**src/verilog/atc_pkg.sv**
```systemverilog
// constants and types for the converter trigger and compare control
// Summary of operation
// swap bit picks which of two pins feeds the external start input, at once.
// trigger type picks falling edge, rising edge, PWM centre or PWM end.
// software uses centre or end types only with centre-aligned PWM.
// external trigger disabled means only a software start write converts.
// external trigger enabled means software start or selected external condition.
// external triggers are ignored while a conversion is busy.
// power bit switches the converter off or on; resets to zero.
// brake enable and compare result one force brake data and clear run.
// software sets run again to leave brake; outputs stay braked until then.
// polarity clear: result one when conversion result >= threshold.
// polarity set: result one when conversion result < threshold.
// comparator enable bit, bit 5 of compare control, turns comparator on.
// compare result is read-only and updates after each finished conversion.
// bit 0 of compare control is bit 8 of the trigger delay.
// external trigger waits the 9-bit delay in converter clocks first.
// writing one to start/busy starts; reads one while converting; zero ignored.
// source field picks PWM channel 0, 2, 4 or the external start pin.
// done flag set on completion, cleared by software, blocks new starts.
// edges found by comparing clocked samples; one trigger per edge.
// brake only while the comparator is enabled.
package atc_pkg;
  localparam logic [7:0] ADDR_TRIG_CTRL = 8'he1;
  localparam logic [7:0] ADDR_CMP_CTRL  = 8'he2;
  localparam logic [7:0] ADDR_DLY_LO    = 8'he3;
  localparam logic [7:0] ADDR_STAT      = 8'he8;
  localparam logic [7:0] ADDR_THR_LO    = 8'hf0;
  localparam logic [7:0] ADDR_THR_HI    = 8'hf1;
  localparam logic [7:0] ADDR_RES_LO    = 8'hf2;
  localparam logic [7:0] ADDR_RES_HI    = 8'hf3;
  localparam logic [7:0] ADDR_PWM_CTRL  = 8'hf4;
  // trigger control fields
  localparam int TRG_SWAP_BIT  = 6;
  localparam int TRG_TYPE_LSB  = 2;
  localparam int TRG_EXTEN_BIT = 1;
  localparam int TRG_POWER_BIT = 0;
  // compare control fields
  localparam int CMP_FBEN_BIT  = 7;
  localparam int CMP_POL_BIT   = 6;
  localparam int CMP_EN_BIT    = 5;
  localparam int CMP_RES_BIT   = 4;
  localparam int CMP_DLY8_BIT  = 0;
  // status fields
  localparam int STAT_DONE_BIT = 7;
  localparam int STAT_BUSY_BIT = 6;
  localparam int STAT_SRC_LSB  = 4;
  localparam int PWM_RUN_BIT   = 7;
  localparam logic [7:0] RST_REG = 8'h00;
  // system clocks per converter clock
  localparam logic [2:0] ADC_CLK_DIV = 3'h4;
  localparam logic [1:0] TYP_FALL   = 2'h0;
  localparam logic [1:0] TYP_RISE   = 2'h1;
  localparam logic [1:0] TYP_CENTRE = 2'h2;
  localparam logic [1:0] TYP_END    = 2'h3;
  localparam logic [1:0] SRC_PWM0 = 2'h0;
  localparam logic [1:0] SRC_PWM2 = 2'h1;
  localparam logic [1:0] SRC_PWM4 = 2'h2;
  localparam logic [1:0] SRC_PIN  = 2'h3;
  typedef enum logic [2:0] {
    ST_IDLE  = 3'h1,
    ST_DELAY = 3'h2,
    ST_BUSY  = 3'h4
  } atc_state_t;
  typedef struct packed {
    logic       swap;
    logic [1:0] trig_type;
    logic       ext_en;
    logic       power;
    logic       fb_en;
    logic       pol;
    logic       cmp_en;
    logic [1:0] src;
    logic [8:0] dly;
    logic [11:0] thr;
  } atc_cfg_t;
  typedef struct packed {
    logic run;
    logic fault_brake;
  } atc_pwm_ctl_t;
endpackage : atc_pkg

```
**src/verilog/atc_ctrl.sv**
```systemverilog
// converter trigger, result compare and fault brake control
module atc_ctrl (
  // clock and reset
  input  wire logic                 i_ref_clk,
  input  wire logic                 i_nrst,
  // register port
  input  wire logic [7:0]           i_addr,
  input  wire logic [7:0]           i_wdata,
  input  wire logic                 i_wr,
  input  wire logic                 i_rd,
  output logic [7:0]                o_rdata,
  // trigger sources
  input  wire logic                 i_ext_start_pin0,
  input  wire logic                 i_ext_start_pin1,
  input  wire logic                 i_pwm_ch0,
  input  wire logic                 i_pwm_ch2,
  input  wire logic                 i_pwm_ch4,
  input  wire logic                 i_pwm_centre,
  input  wire logic                 i_pwm_end,
  // converter core
  output logic                      o_conv_power,
  output logic                      o_conv_start,
  input  wire logic                 i_conv_done,
  input  wire logic [11:0]          i_conv_result,
  // pwm generator
  output atc_pkg::atc_pwm_ctl_t     o_pwm
);
  atc_pkg::atc_cfg_t  cfg_ff;
  atc_pkg::atc_state_t state_ff;
  atc_pkg::atc_state_t nxt_state;
  logic [11:0] res_ff;
  logic        cmpo_ff;
  logic        done_ff;
  logic        run_ff;
  logic        brake_ff;
  logic        start_ff;
  logic [7:0]  rdata_ff;
  logic [2:0]  div_ff;
  logic        src_prev_ff;
  logic        pin0_lvl;
  logic        pin1_lvl;
  logic        pin_lvl;
  logic        src_lvl;
  logic        edge_hit;
  logic        trig_hit;
  logic        tick;
  logic        fire;
  logic        wr_trg;
  logic        wr_cmp;
  logic        wr_dly;
  logic        wr_stat;
  logic        wr_thl;
  logic        wr_thh;
  logic        wr_pwm;
  logic        sw_go;
  logic        ext_accept;
  logic        fire_go;
  logic        conv_fin;
  logic        cmp_now;
  logic        brake_set;
  logic        busy;

  assign wr_trg  = i_wr && (i_addr == atc_pkg::ADDR_TRIG_CTRL);
  assign wr_cmp  = i_wr && (i_addr == atc_pkg::ADDR_CMP_CTRL);
  assign wr_dly  = i_wr && (i_addr == atc_pkg::ADDR_DLY_LO);
  assign wr_stat = i_wr && (i_addr == atc_pkg::ADDR_STAT);
  assign wr_thl  = i_wr && (i_addr == atc_pkg::ADDR_THR_LO);
  assign wr_thh  = i_wr && (i_addr == atc_pkg::ADDR_THR_HI);
  assign wr_pwm  = i_wr && (i_addr == atc_pkg::ADDR_PWM_CTRL);
  assign busy    = (state_ff == atc_pkg::ST_BUSY);

  // configuration registers
  always_ff @(posedge i_ref_clk or negedge i_nrst) begin
    if (!i_nrst) begin
      cfg_ff <= '0;
    end else begin
      if (wr_trg) begin
        cfg_ff.swap      <= i_wdata[atc_pkg::TRG_SWAP_BIT];
        cfg_ff.trig_type <= i_wdata[atc_pkg::TRG_TYPE_LSB +: 2];
        cfg_ff.ext_en    <= i_wdata[atc_pkg::TRG_EXTEN_BIT];
        cfg_ff.power     <= i_wdata[atc_pkg::TRG_POWER_BIT];
      end
      if (wr_cmp) begin
        cfg_ff.fb_en   <= i_wdata[atc_pkg::CMP_FBEN_BIT];
        cfg_ff.pol     <= i_wdata[atc_pkg::CMP_POL_BIT];
        cfg_ff.cmp_en  <= i_wdata[atc_pkg::CMP_EN_BIT];
        cfg_ff.dly[8]  <= i_wdata[atc_pkg::CMP_DLY8_BIT];
      end
      if (wr_dly) begin
        cfg_ff.dly[7:0] <= i_wdata;
      end
      if (wr_stat) begin
        cfg_ff.src <= i_wdata[atc_pkg::STAT_SRC_LSB +: 2];
      end
      if (wr_thl) begin
        cfg_ff.thr[7:0] <= i_wdata;
      end
      if (wr_thh) begin
        cfg_ff.thr[11:8] <= i_wdata[3:0];
      end
    end
  end

  assign o_conv_power = cfg_ff.power;

  // both pins synchronised all the time so the swap takes effect at once
  atc_sync3 u_sync_pin0 (
    .i_clk  (i_ref_clk),
    .i_nrst (i_nrst),
    .i_d    (i_ext_start_pin0),
    .o_q    (pin0_lvl)
  );

  atc_sync3 u_sync_pin1 (
    .i_clk  (i_ref_clk),
    .i_nrst (i_nrst),
    .i_d    (i_ext_start_pin1),
    .o_q    (pin1_lvl)
  );

  assign pin_lvl = cfg_ff.swap ? pin1_lvl : pin0_lvl;

  always_comb begin
    case (cfg_ff.src)
      atc_pkg::SRC_PWM0: src_lvl = i_pwm_ch0;
      atc_pkg::SRC_PWM2: src_lvl = i_pwm_ch2;
      atc_pkg::SRC_PWM4: src_lvl = i_pwm_ch4;
      default:           src_lvl = pin_lvl;
    endcase
  end

  // previous sample of the selected source
  always_ff @(posedge i_ref_clk or negedge i_nrst) begin
    if (!i_nrst) begin
      src_prev_ff <= 1'b0;
    end else begin
      src_prev_ff <= src_lvl;
    end
  end

  always_comb begin
    case (cfg_ff.trig_type)
      atc_pkg::TYP_FALL:   edge_hit = src_prev_ff && !src_lvl;
      atc_pkg::TYP_RISE:   edge_hit = !src_prev_ff && src_lvl;
      atc_pkg::TYP_CENTRE: edge_hit = i_pwm_centre;
      default:             edge_hit = i_pwm_end;
    endcase
  end

  // R3 is software's: centre and end pulses only come in centre-aligned mode
  assign trig_hit = edge_hit && cfg_ff.ext_en;

  // converter clock enable for the delay
  always_ff @(posedge i_ref_clk or negedge i_nrst) begin
    if (!i_nrst) begin
      div_ff <= 3'h0;
    end else if (div_ff == atc_pkg::ADC_CLK_DIV - 3'h1) begin
      div_ff <= 3'h0;
    end else begin
      div_ff <= div_ff + 3'h1;
    end
  end

  assign tick = (div_ff == atc_pkg::ADC_CLK_DIV - 3'h1);

  // busy and done both block new starts
  assign sw_go = wr_stat && i_wdata[atc_pkg::STAT_BUSY_BIT] && !busy && !done_ff;
  assign ext_accept = trig_hit && (state_ff == atc_pkg::ST_IDLE) && !done_ff;
  assign fire_go = fire && cfg_ff.ext_en && (state_ff == atc_pkg::ST_DELAY);
  assign conv_fin = busy && i_conv_done;

  atc_delay u_delay (
    .i_clk   (i_ref_clk),
    .i_nrst  (i_nrst),
    .i_start (ext_accept),
    .i_abort (!cfg_ff.ext_en || sw_go),
    .i_tick  (tick),
    .i_count (cfg_ff.dly),
    .o_fire  (fire)
  );

  always_comb begin
    nxt_state = state_ff;
    case (state_ff)
      atc_pkg::ST_IDLE: begin
        if (sw_go) begin
          nxt_state = atc_pkg::ST_BUSY;
        end else if (ext_accept) begin
          nxt_state = atc_pkg::ST_DELAY;
        end
      end
      atc_pkg::ST_DELAY: begin
        if (sw_go || fire_go) begin
          nxt_state = atc_pkg::ST_BUSY;
        end else if (!cfg_ff.ext_en) begin
          nxt_state = atc_pkg::ST_IDLE;
        end
      end
      atc_pkg::ST_BUSY: begin
        if (i_conv_done) begin
          nxt_state = atc_pkg::ST_IDLE;
        end
      end
      default: nxt_state = atc_pkg::ST_IDLE;
    endcase
  end

  always_ff @(posedge i_ref_clk or negedge i_nrst) begin
    if (!i_nrst) begin
      state_ff <= atc_pkg::ST_IDLE;
      start_ff <= 1'b0;
    end else begin
      state_ff <= nxt_state;
      start_ff <= sw_go || fire_go;
    end
  end

  assign o_conv_start = start_ff;

  // done flag: a completion beats a software clear in the same cycle
  always_ff @(posedge i_ref_clk or negedge i_nrst) begin
    if (!i_nrst) begin
      done_ff <= 1'b0;
    end else if (conv_fin) begin
      done_ff <= 1'b1;
    end else if (wr_stat && !i_wdata[atc_pkg::STAT_DONE_BIT]) begin
      done_ff <= 1'b0;
    end
  end

  assign cmp_now = cfg_ff.pol ? (i_conv_result < cfg_ff.thr)
                              : (i_conv_result >= cfg_ff.thr);

  always_ff @(posedge i_ref_clk or negedge i_nrst) begin
    if (!i_nrst) begin
      res_ff  <= 12'h000;
      cmpo_ff <= 1'b0;
    end else if (conv_fin) begin
      res_ff  <= i_conv_result;
      cmpo_ff <= cfg_ff.cmp_en && cmp_now;
    end
  end

  // brake wins over a run write in the same cycle
  assign brake_set = cmpo_ff && cfg_ff.fb_en && cfg_ff.cmp_en;

  always_ff @(posedge i_ref_clk or negedge i_nrst) begin
    if (!i_nrst) begin
      brake_ff <= 1'b0;
      run_ff   <= 1'b0;
    end else if (brake_set) begin
      brake_ff <= 1'b1;
      run_ff   <= 1'b0;
    end else if (wr_pwm) begin
      run_ff <= i_wdata[atc_pkg::PWM_RUN_BIT];
      if (i_wdata[atc_pkg::PWM_RUN_BIT]) begin
        brake_ff <= 1'b0;
      end
    end
  end

  // one driver for the whole carrier
  assign o_pwm = '{run: run_ff, fault_brake: brake_ff};

  // read data stand for one cycle only
  always_ff @(posedge i_ref_clk or negedge i_nrst) begin
    if (!i_nrst) begin
      rdata_ff <= atc_pkg::RST_REG;
    end else if (!i_rd) begin
      rdata_ff <= 8'h00;
    end else begin
      case (i_addr)
        atc_pkg::ADDR_TRIG_CTRL: rdata_ff <= {1'b0, cfg_ff.swap, 2'h0, cfg_ff.trig_type,
                                              cfg_ff.ext_en, cfg_ff.power};
        atc_pkg::ADDR_CMP_CTRL:  rdata_ff <= {cfg_ff.fb_en, cfg_ff.pol, cfg_ff.cmp_en,
                                              cmpo_ff, 3'h0, cfg_ff.dly[8]};
        atc_pkg::ADDR_DLY_LO:    rdata_ff <= cfg_ff.dly[7:0];
        atc_pkg::ADDR_STAT:      rdata_ff <= {done_ff, busy, cfg_ff.src, 4'h0};
        atc_pkg::ADDR_THR_LO:    rdata_ff <= cfg_ff.thr[7:0];
        atc_pkg::ADDR_THR_HI:    rdata_ff <= {4'h0, cfg_ff.thr[11:8]};
        atc_pkg::ADDR_RES_LO:    rdata_ff <= res_ff[7:0];
        atc_pkg::ADDR_RES_HI:    rdata_ff <= {4'h0, res_ff[11:8]};
        atc_pkg::ADDR_PWM_CTRL:  rdata_ff <= {run_ff, 7'h00};
        default:                 rdata_ff <= 8'h00;
      endcase
    end
  end

  assign o_rdata = rdata_ff;
endmodule : atc_ctrl

```
**src/verilog/atc_delay.sv**
```systemverilog
// external trigger delay counter in converter clocks
module atc_delay (
  // clock and reset
  input  wire logic       i_clk,
  input  wire logic       i_nrst,
  // control
  input  wire logic       i_start,
  input  wire logic       i_abort,
  input  wire logic       i_tick,
  input  wire logic [8:0] i_count,
  // expiry pulse
  output logic            o_fire
);
  logic       busy_ff;
  logic [8:0] cnt_ff;
  logic       fire_ff;

  always_ff @(posedge i_clk or negedge i_nrst) begin
    if (!i_nrst) begin
      busy_ff <= 1'b0;
      cnt_ff  <= 9'h000;
      fire_ff <= 1'b0;
    end else begin
      fire_ff <= 1'b0;
      if (i_abort) begin
        busy_ff <= 1'b0;
      end else if (i_start) begin
        busy_ff <= 1'b1;
        cnt_ff  <= i_count;
      end else if (busy_ff) begin
        if (cnt_ff == 9'h000) begin
          busy_ff <= 1'b0;
          fire_ff <= 1'b1;
        end else if (i_tick) begin
          cnt_ff <= cnt_ff - 9'h001;
        end
      end
    end
  end

  assign o_fire = fire_ff;
endmodule : atc_delay

```
**src/verilog/atc_sync3.sv**
```systemverilog
// three-stage pin synchroniser with agreement filter
module atc_sync3 (
  // clock and reset
  input  wire logic i_clk,
  input  wire logic i_nrst,
  // pin and clean level
  input  wire logic i_d,
  output logic      o_q
);
  logic s1_ff;
  logic s2_ff;
  logic s3_ff;
  logic q_ff;

  always_ff @(posedge i_clk or negedge i_nrst) begin
    if (!i_nrst) begin
      s1_ff <= 1'b0;
      s2_ff <= 1'b0;
      s3_ff <= 1'b0;
    end else begin
      s1_ff <= i_d;
      s2_ff <= s1_ff;
      s3_ff <= s2_ff;
    end
  end

  // a change counts only once stages two and three agree
  always_ff @(posedge i_clk or negedge i_nrst) begin
    if (!i_nrst) begin
      q_ff <= 1'b0;
    end else if (s2_ff == s3_ff) begin
      q_ff <= s3_ff;
    end
  end

  assign o_q = q_ff;
endmodule : atc_sync3
```
**config.mk**
```make
export PLATFORM = sky130hd
export DESIGN_NAME = atc_ctrl
export DESIGN_NICKNAME = d
export VERILOG_FILES = /design/src/verilog/atc_pkg.sv /design/src/verilog/atc_ctrl.sv /design/src/verilog/atc_delay.sv /design/src/verilog/atc_sync3.sv
export SDC_FILE = /design/constraint.sdc
export NUM_CORES = 1
export LEC_CHECK = 0
export ABC_AREA = 0
export BUFFER_PORTS_ARGS = -buffer_cell sky130_fd_sc_hd__buf_2
export CORE_ASPECT_RATIO = 1.1
export CORE_UTILIZATION = 41
export DETAILED_ROUTE_END_ITERATION = 10
export HOLD_SLACK_MARGIN = 0.02
export SLEW_MARGIN = 20
export SYNTH_ARGS = -nofsm -noshare
export SYNTH_HDL_FRONTEND = slang
export SYNTH_SLANG_ARGS = --single-unit
export TNS_END_PERCENT = 10
```
**constraint.sdc**
```tcl
create_clock -name i_ref_clk -period 2.5 [get_ports i_ref_clk]
set_input_delay 0.375 -clock i_ref_clk [delete_from_list [all_inputs] [get_ports i_ref_clk]]
set_output_delay 0.375 -clock i_ref_clk [all_outputs]
set_load 0.05 [all_outputs]
```
==> metrics.txt, run 1 <==
clock power share 33.3%; count leader, synth dfrtp_1; DP Wirelength ~7800 um; final instance area between 4000 and 5000 um^2; GP Congestion 0.853; failing checks design-rule violations; critical path, cell by cell mux2_1 > mux4_2 > mux2i_4 > nor2_2 > a221oi_1 > a211oi_1; top post-synthesis cells by area dfrtp_1 49%, mux2_2 8.7%, nand2_1 5.4%; CTS tree done; Max Root-Sink Buffers 2; H-tree levels 3; CTS clk-pin slew, worst paths ~0.080 ns; Tmin final roughly 2.3 ns; synth warn 0; pin count of the biggest net entering global routing 83; register area share after synthesis 49.7%; Register Area 2050 um^2; leak pwr 2.28 nW; syn_nets 458; final worst-path cycle share 93.8%; Vias 3,298; post-route ant nets 0; Core Util, Final between 40% and 50%; port bufs 51; slowest CP cell mux4_2; Switch Pwr just over 900 uW; # setup viols final 0; Startpoint Class register; initial antenna violation count 0; TritonRoute pass-1 iters 8; Finished Layout Cells 588; nets@finish just over 500; FFs w/ async S/R, synth 100%; arrival time worst endpoint 2.61 ns; Cell Int Power ~2.3 mW; type of the worst setup path register to register; Crit path largest cell delay 0.53 ns; drt total wl roughly 11,000 um; ant diodes 0; die width 97.8 um; Multi-input gate area 1940 um^2; EDFF count, synth 0; Hold Slack between 0.02 and 0.03 ns; total power 3.20 mW; Slew @ Worst Pin approximately 0.8 ns; critical path required time 2.77 ns; CP Capture Type register; Final Hold Fails 0; Max-cap violations 0; Hold Crit Class input pin to asynchronous set/reset pin; Sink Count 82; crit-path max FO 12; Slew Limit Fails 0; run status finished with violations; Post-Syn Instances slightly above 400; area grow syn2layout 15.9%; CTS Hold Buffers Added 0; RSZ-0062 raised after global routing no; prevailing post-synth register cell dfrtp_1; clock skew 0.00658 ns; Post-CTS Setup Inserts 0; row cnt 38; WL per Instance 18.0 um; cell count after placement 572; Worst-Skew Late Latency 0.36 ns; DR iter-0 viols 178; maximum VDD drop 327 uV; IO Count 52; Root Buffer clkbuf_8; PD cells 668 nW/um^2; Seq pwr share 50.0%; setup TNS 0 ns; Synth top area share 49.0%; DR vias/cell 5.61; global-route wire length before repair 16,800 um; Avg Cell Area, Syn 10.2 um^2; sw frac 28.6%; layout cell share with drive strength beyond 1 24.1%; Initial Utilization between 40% and 50%; die area 10,500 um^2; slew margin rel. a little under half; Remaining DRCs 2; Final Worst Setup Slack 0.154 ns; vias in the first global route 3,276; synth cell count leaders 81 x dfrtp_1, 60 x nand2_1, 32 x mux2_2, 23 x nor2_1, 19 x inv_1; gr usage total 21.3%; Netlist cell types 52; Fillers 947; number of synthesized register bits 82; Place WS 0.0497 ns; Core Area 9840 um^2; Yosys top cell by area dfrtp_1; GRT overflow 0; area of placed instances 4580 um^2; Die H 107 um; CTS buffer count 9; Gate power share 16.8%; Mapped Area 4140 um^2; max frequency about 430 MHz
## layer usage
layer / global-route usage [%] / wire length (um)
met5: 0 / 0
met4: 10.7 / 254
met3: 2.47 / 338
met2: 37.3 / 5330
met1: 26.1 / 4630
## flip-flops by register name, indices dropped and copies added (netlist names), 3 cells and up
register / flops
cfg_ff: 30
res_ff: 12
u_delay.cnt_ff: 9
o_rdata: 8
div_ff: 3
state_ff: 3
## layout by cell type (no fill, tap or decap), types with 3 or more instances in the layout
cell and instances:
a21o_1 3, nor2_1 23, buf_4 12, ha_1 14, clkbuf_8 10, nor3b_1 5
and3_1 8, mux2_2 32, nor3_1 5, dfrtp_1 81, clkbuf_1 4, inv_1 19
a211oi_1 3, nor2b_1 4, a21oi_1 18, and2_1 4, buf_2 50, nand3_1 18
a221oi_1 8, nor4_1 4, mux2i_1 7, nand4_1 8, o21ai_0 18, nand3b_1 5
nand2_1 60, a31oi_1 4
## layout make-up
class | count | area share (%)
Inverter | 20 | 1.57
Sequential cell | 82 | 42.8
Tap cell | 120 | 3.13
Multi-Input combinational cell | 287 | 40.5
Clock buffer | 14 | 3.19
Timing Repair Buffer | 63 | 7.52
Clock inverter | 2 | 1.25
## worst max-delay path, delay by kind of cell (launching register included)
family             cells  cell delay, ns
and+or+nand+nor        1            0.37
DFF                    1            0.42
AOI/OAI and AO/OA      2            0.39
muxes                  3            1.08
## power groups by stage
stage / Sequential, mW / Clock, mW / Combinational [mW]
global placement: 1.62 / 0 / 0.511
CTS: 1.60 / 1.09 / 0.533
global route: 1.62 / 1.12 / 0.610
finish: 1.60 / 1.06 / 0.537
floorplan: 1.58 / 0 / 0.368
detailed placement: 1.62 / 0 / 0.530
## worst paths after layout
path                                              from                             to  slack, ns  cells after the start
max in group asynchronous                       i_nrst         cfg_ff[27]$_DFFE_PN0P_       2.09                      2
setup reg to reg                cfg_ff[30]$_DFFE_PN0P_  u_delay.cnt_ff[6]$_DFFE_PN0P_       0.15                      6
min in group i_ref_clk                i_ext_start_pin1    u_sync_pin1.s1_ff$_DFF_PN0_       0.12                      1
hold reg to reg            u_sync_pin1.s1_ff$_DFF_PN0_    u_sync_pin1.s2_ff$_DFF_PN0_       0.35                      0
setup / recovery                cfg_ff[30]$_DFFE_PN0P_  u_delay.cnt_ff[6]$_DFFE_PN0P_       0.15                      6
hold / removal                                  i_nrst    u_sync_pin1.s1_ff$_DFF_PN0_       0.03                      2
## cells by family (layout without fill, tap and decap cells)
logic type	Yosys count	after routing	share of synthesized area (%)
buf+inv	35	99	3.48
fa+ha+maj	16	16	4.72
flops	82	82	49.7
compound gates	72	72	11.5
mux	42	42	11.8
simple gates	157	157	18.9
## what timing repair did
action	4_1_cts	5_1_grt
setup endpoints to repair	0	3
endpoints found under the hold margin	0	0
resized for setup	0	1
Note: power is estimated with default switching activity, not from simulation.
==> run 2: changes to the inputs <==
--- a/config.mk
+++ b/config.mk
@@ -14,5 +14,6 @@
 export SLEW_MARGIN = 20
 export SYNTH_ARGS = -nofsm -noshare
 export SYNTH_HDL_FRONTEND = slang
+export SYNTH_HIERARCHICAL = 1
 export SYNTH_SLANG_ARGS = --single-unit
 export TNS_END_PERCENT = 10
==> metrics.txt, run 2 <==
post-route ant nets 0; Max-cap violations 0; PD cells 553 nW/um^2; die width 98.9 um; Seq pwr share 51.1%; critical path required time ~2.8 ns; H-tree levels 3; reg2reg end u_delay/cnt_ff[6]$_DFFE_PN0P_; most flop-heavy register cfg_ff; Startpoint Class register; DP Wirelength between 8000 and 9000 um; ant diodes 0; CP Capture Type register; gr usage total 22.7%; mux cell area share after synthesis 13.5%; row cnt 38; top post-synthesis cells by area dfrtp_1 48%, mux2_2 9.8%, nand2_1 4.9%; CTS Hold Buffers Added 0; count leader, synth dfrtp_1; Avg Cell Area, Syn 10.7 um^2; register area share after synthesis 48.5%; run status finished with violations; synth warn 6; simple-gate portion of the synthesized area 18.4%; type of the worst setup path register to register; Slew Limit Fails 0; crit-path max FO 3; RR Startpoint cfg_ff[30]$_DFFE_PN0P_; IO Count 52; Fillers between 900 and 1,000; most common cell after layout, fill and taps aside dfrtp_1; Hold Crit Class input pin to asynchronous set/reset pin; Yosys top cell by area dfrtp_1; Post-CTS Setup Inserts 0; Synth Area in Compound Gates 11.4%; WL per Instance 18.4 um; synthesized-area fraction occupied by adder cells between 4 and 5%; reg2reg setup slack -0.12 ns; clock power share 38.4%; Slew @ Worst Pin 0.616 ns; sw frac between 20% and 30%; leak pwr between 2 and 2.5 nW; DR vias/cell 5.68; Regs by FF count cfg_ff: 30 flops, res_ff: 12 flops, u_delay/cnt_ff: 9 flops; prevailing post-synth register cell dfrtp_1; area grow syn2layout 19.0%; Remaining DRCs 0; failing checks negative setup slack; Max Root-Sink Buffers 2; RSZ-0062 raised after global routing yes; Post-Syn Instances 397; Synth Area in XOR/XNOR 0%; DR iter-0 viols 240; Die H ~110 um; EDFF count, synth 0; port bufs 51; Switch Pwr 717 uW; layout cell share with drive strength beyond 1 31.8%; syn_nets 451; GRT overflow 0; # setup viols final 3; setup TNS -0.203 ns; pin count of the biggest net entering global routing 49; Place WS -0.110 ns; Final Worst Setup Slack -0.120 ns; max reg flops 30; clock skew 0.00877 ns; vias in the first global route around 3,500; die area 10,700 um^2; CTS tree done; Root Buffer clkbuf_8; Initial Utilization between 40% and 50%; Hold Slack 0.0253 ns; synth cell count leaders 81 x dfrtp_1, 55 x nand2_1, 37 x mux2_2, 23 x inv_1, 18 x nor2_1; largest family of logic cells by synthesized area simple AND/OR/NAND/NOR gates; initial antenna violation count 0; slew margin rel. ~59%; maximum VDD drop 368 uV; TritonRoute pass-1 iters 5; global-route wire length before repair 18,100 um; number of synthesized register bits 82; Netlist cell types 57; nets@finish 527; Sink Count 82; FF-to-FF path depth 8; Mapped Area 4240 um^2; CTS clk-pin slew, worst paths 0.08 ns; Core Area 9940 um^2; Tmin final 2.62 ns; CTS buffer count 9; commonest non-fill, non-tap cells in the layout 81 x dfrtp_1, 55 x nand2_1, 50 x buf_2; final worst-path cycle share 105%; Worst-Skew Late Latency approximately 0.36 ns; Vias 3,397; max frequency between 300 and 400 MHz; FFs w/ async S/R, synth 100%; Cell Int Power 2.07 mW; Final Hold Fails 0; Gate power share roughly a tenth; drt total wl around 11,000 um; arrival time worst endpoint approximately 2.9 ns; Synth top area share a little under half; GP Congestion 0.871
[run 2: cell count changes after synthesis, moves of 5 or more]
cell      change
a21oi_1       -8
a221oi_1      -8
a22oi_1       +7
mux2_2        +5
nand2_1       -5
nand3_1      -10
nor2_1        -5
nor2b_1       +5
nor3_1        +7
nor4b_1       +6
o21ai_0       -7
[run 2: stage by stage]
step                instance area, um^2  instances  utilization, %  power (mW)
detailed placement                 4790        582            48.2        1.74
global placement                   4790        582            48.2        1.73
floorplan                          4240        397               -        1.59
CTS                                5020        598            50.6        2.81
global route                       5040        598            50.7        2.90
finish                             5040        598            50.7        2.79
[run 2: how the worst max path moves through the flow]
stage	from	to	slack, ns	cells after the start
after CTS	cfg_ff[30]$_DFFE_PN0P_	u_delay/cnt_ff[6]$_DFFE_PN0P_	-0.12	8
after floorplan	cfg_ff[30]$_DFFE_PN0P_	u_delay/cnt_ff[6]$_DFFE_PN0P_	-0.10	8
after global placement	cfg_ff[30]$_DFFE_PN0P_	u_delay/cnt_ff[6]$_DFFE_PN0P_	-0.02	8
final	cfg_ff[30]$_DFFE_PN0P_	u_delay/cnt_ff[6]$_DFFE_PN0P_	-0.12	8
after detailed placement	cfg_ff[30]$_DFFE_PN0P_	u_delay/cnt_ff[6]$_DFFE_PN0P_	-0.11	8
after global routing	cfg_ff[30]$_DFFE_PN0P_	u_delay/cnt_ff[6]$_DFFE_PN0P_	-0.25	8
[run 2: per-layer routing]
layer  GRT usage (%)  vias to the layer above  routed length [um]
met5               0                        -                   0
li1                -                     1611                   -
met4            10.7                        0                 144
met3            2.78                       10                 423
met1            29.7                     1693                4960
met2            37.6                       83                5490
[run 2: what timing repair did]
action / 4_1_cts / 5_1_grt
gates resized for setup: 3 / 3
setup endpoints to repair: 7 / 9
pin swaps: 2 / 3
[run 2: power by group through the flow]
stage	registers, mW	clock network [mW]	logic (mW)
6_report	1.42	1.07	0.291
5_1_grt	1.43	1.15	0.324
4_1_cts	1.42	1.09	0.294
3_5_place_dp	1.45	0	0.290
3_3_place_gp	1.45	0	0.283
2_1_floorplan	1.43	0	0.156
[run 2: area by class of cell]
class | count | area [um^2] | share of cell area (%)
sequential | 82 | 2050 | 40.7
inverter | 23 | 86.3 | 1.71
timing repair buffer | 77 | 469 | 9.31
clock buffer | 9 | 124 | 2.46
clock inverter | 7 | 93.8 | 1.86
multi-input combinational | 280 | 2060 | 40.9
tap | 120 | 150 | 2.98
[run 2: cells by family after synthesis]
group,after synthesis
buffers and inverters,35
AO/OA/AOI/OAI,71
AND/OR/NAND/NOR,147
flip-flops,82
multiplexers,46
adder cells (fa/ha/maj),16
[run 2: critical path, stage by stage (launching register included)]
cell and delay [ns]:
dfrtp_1 0.40, mux2_4 0.29, mux4_2 0.49, mux2i_1 0.15
a21oi_2 0.18, nor2_1 0.07, or3b_1 0.38, or4_1 0.42
a31oi_1 0.15
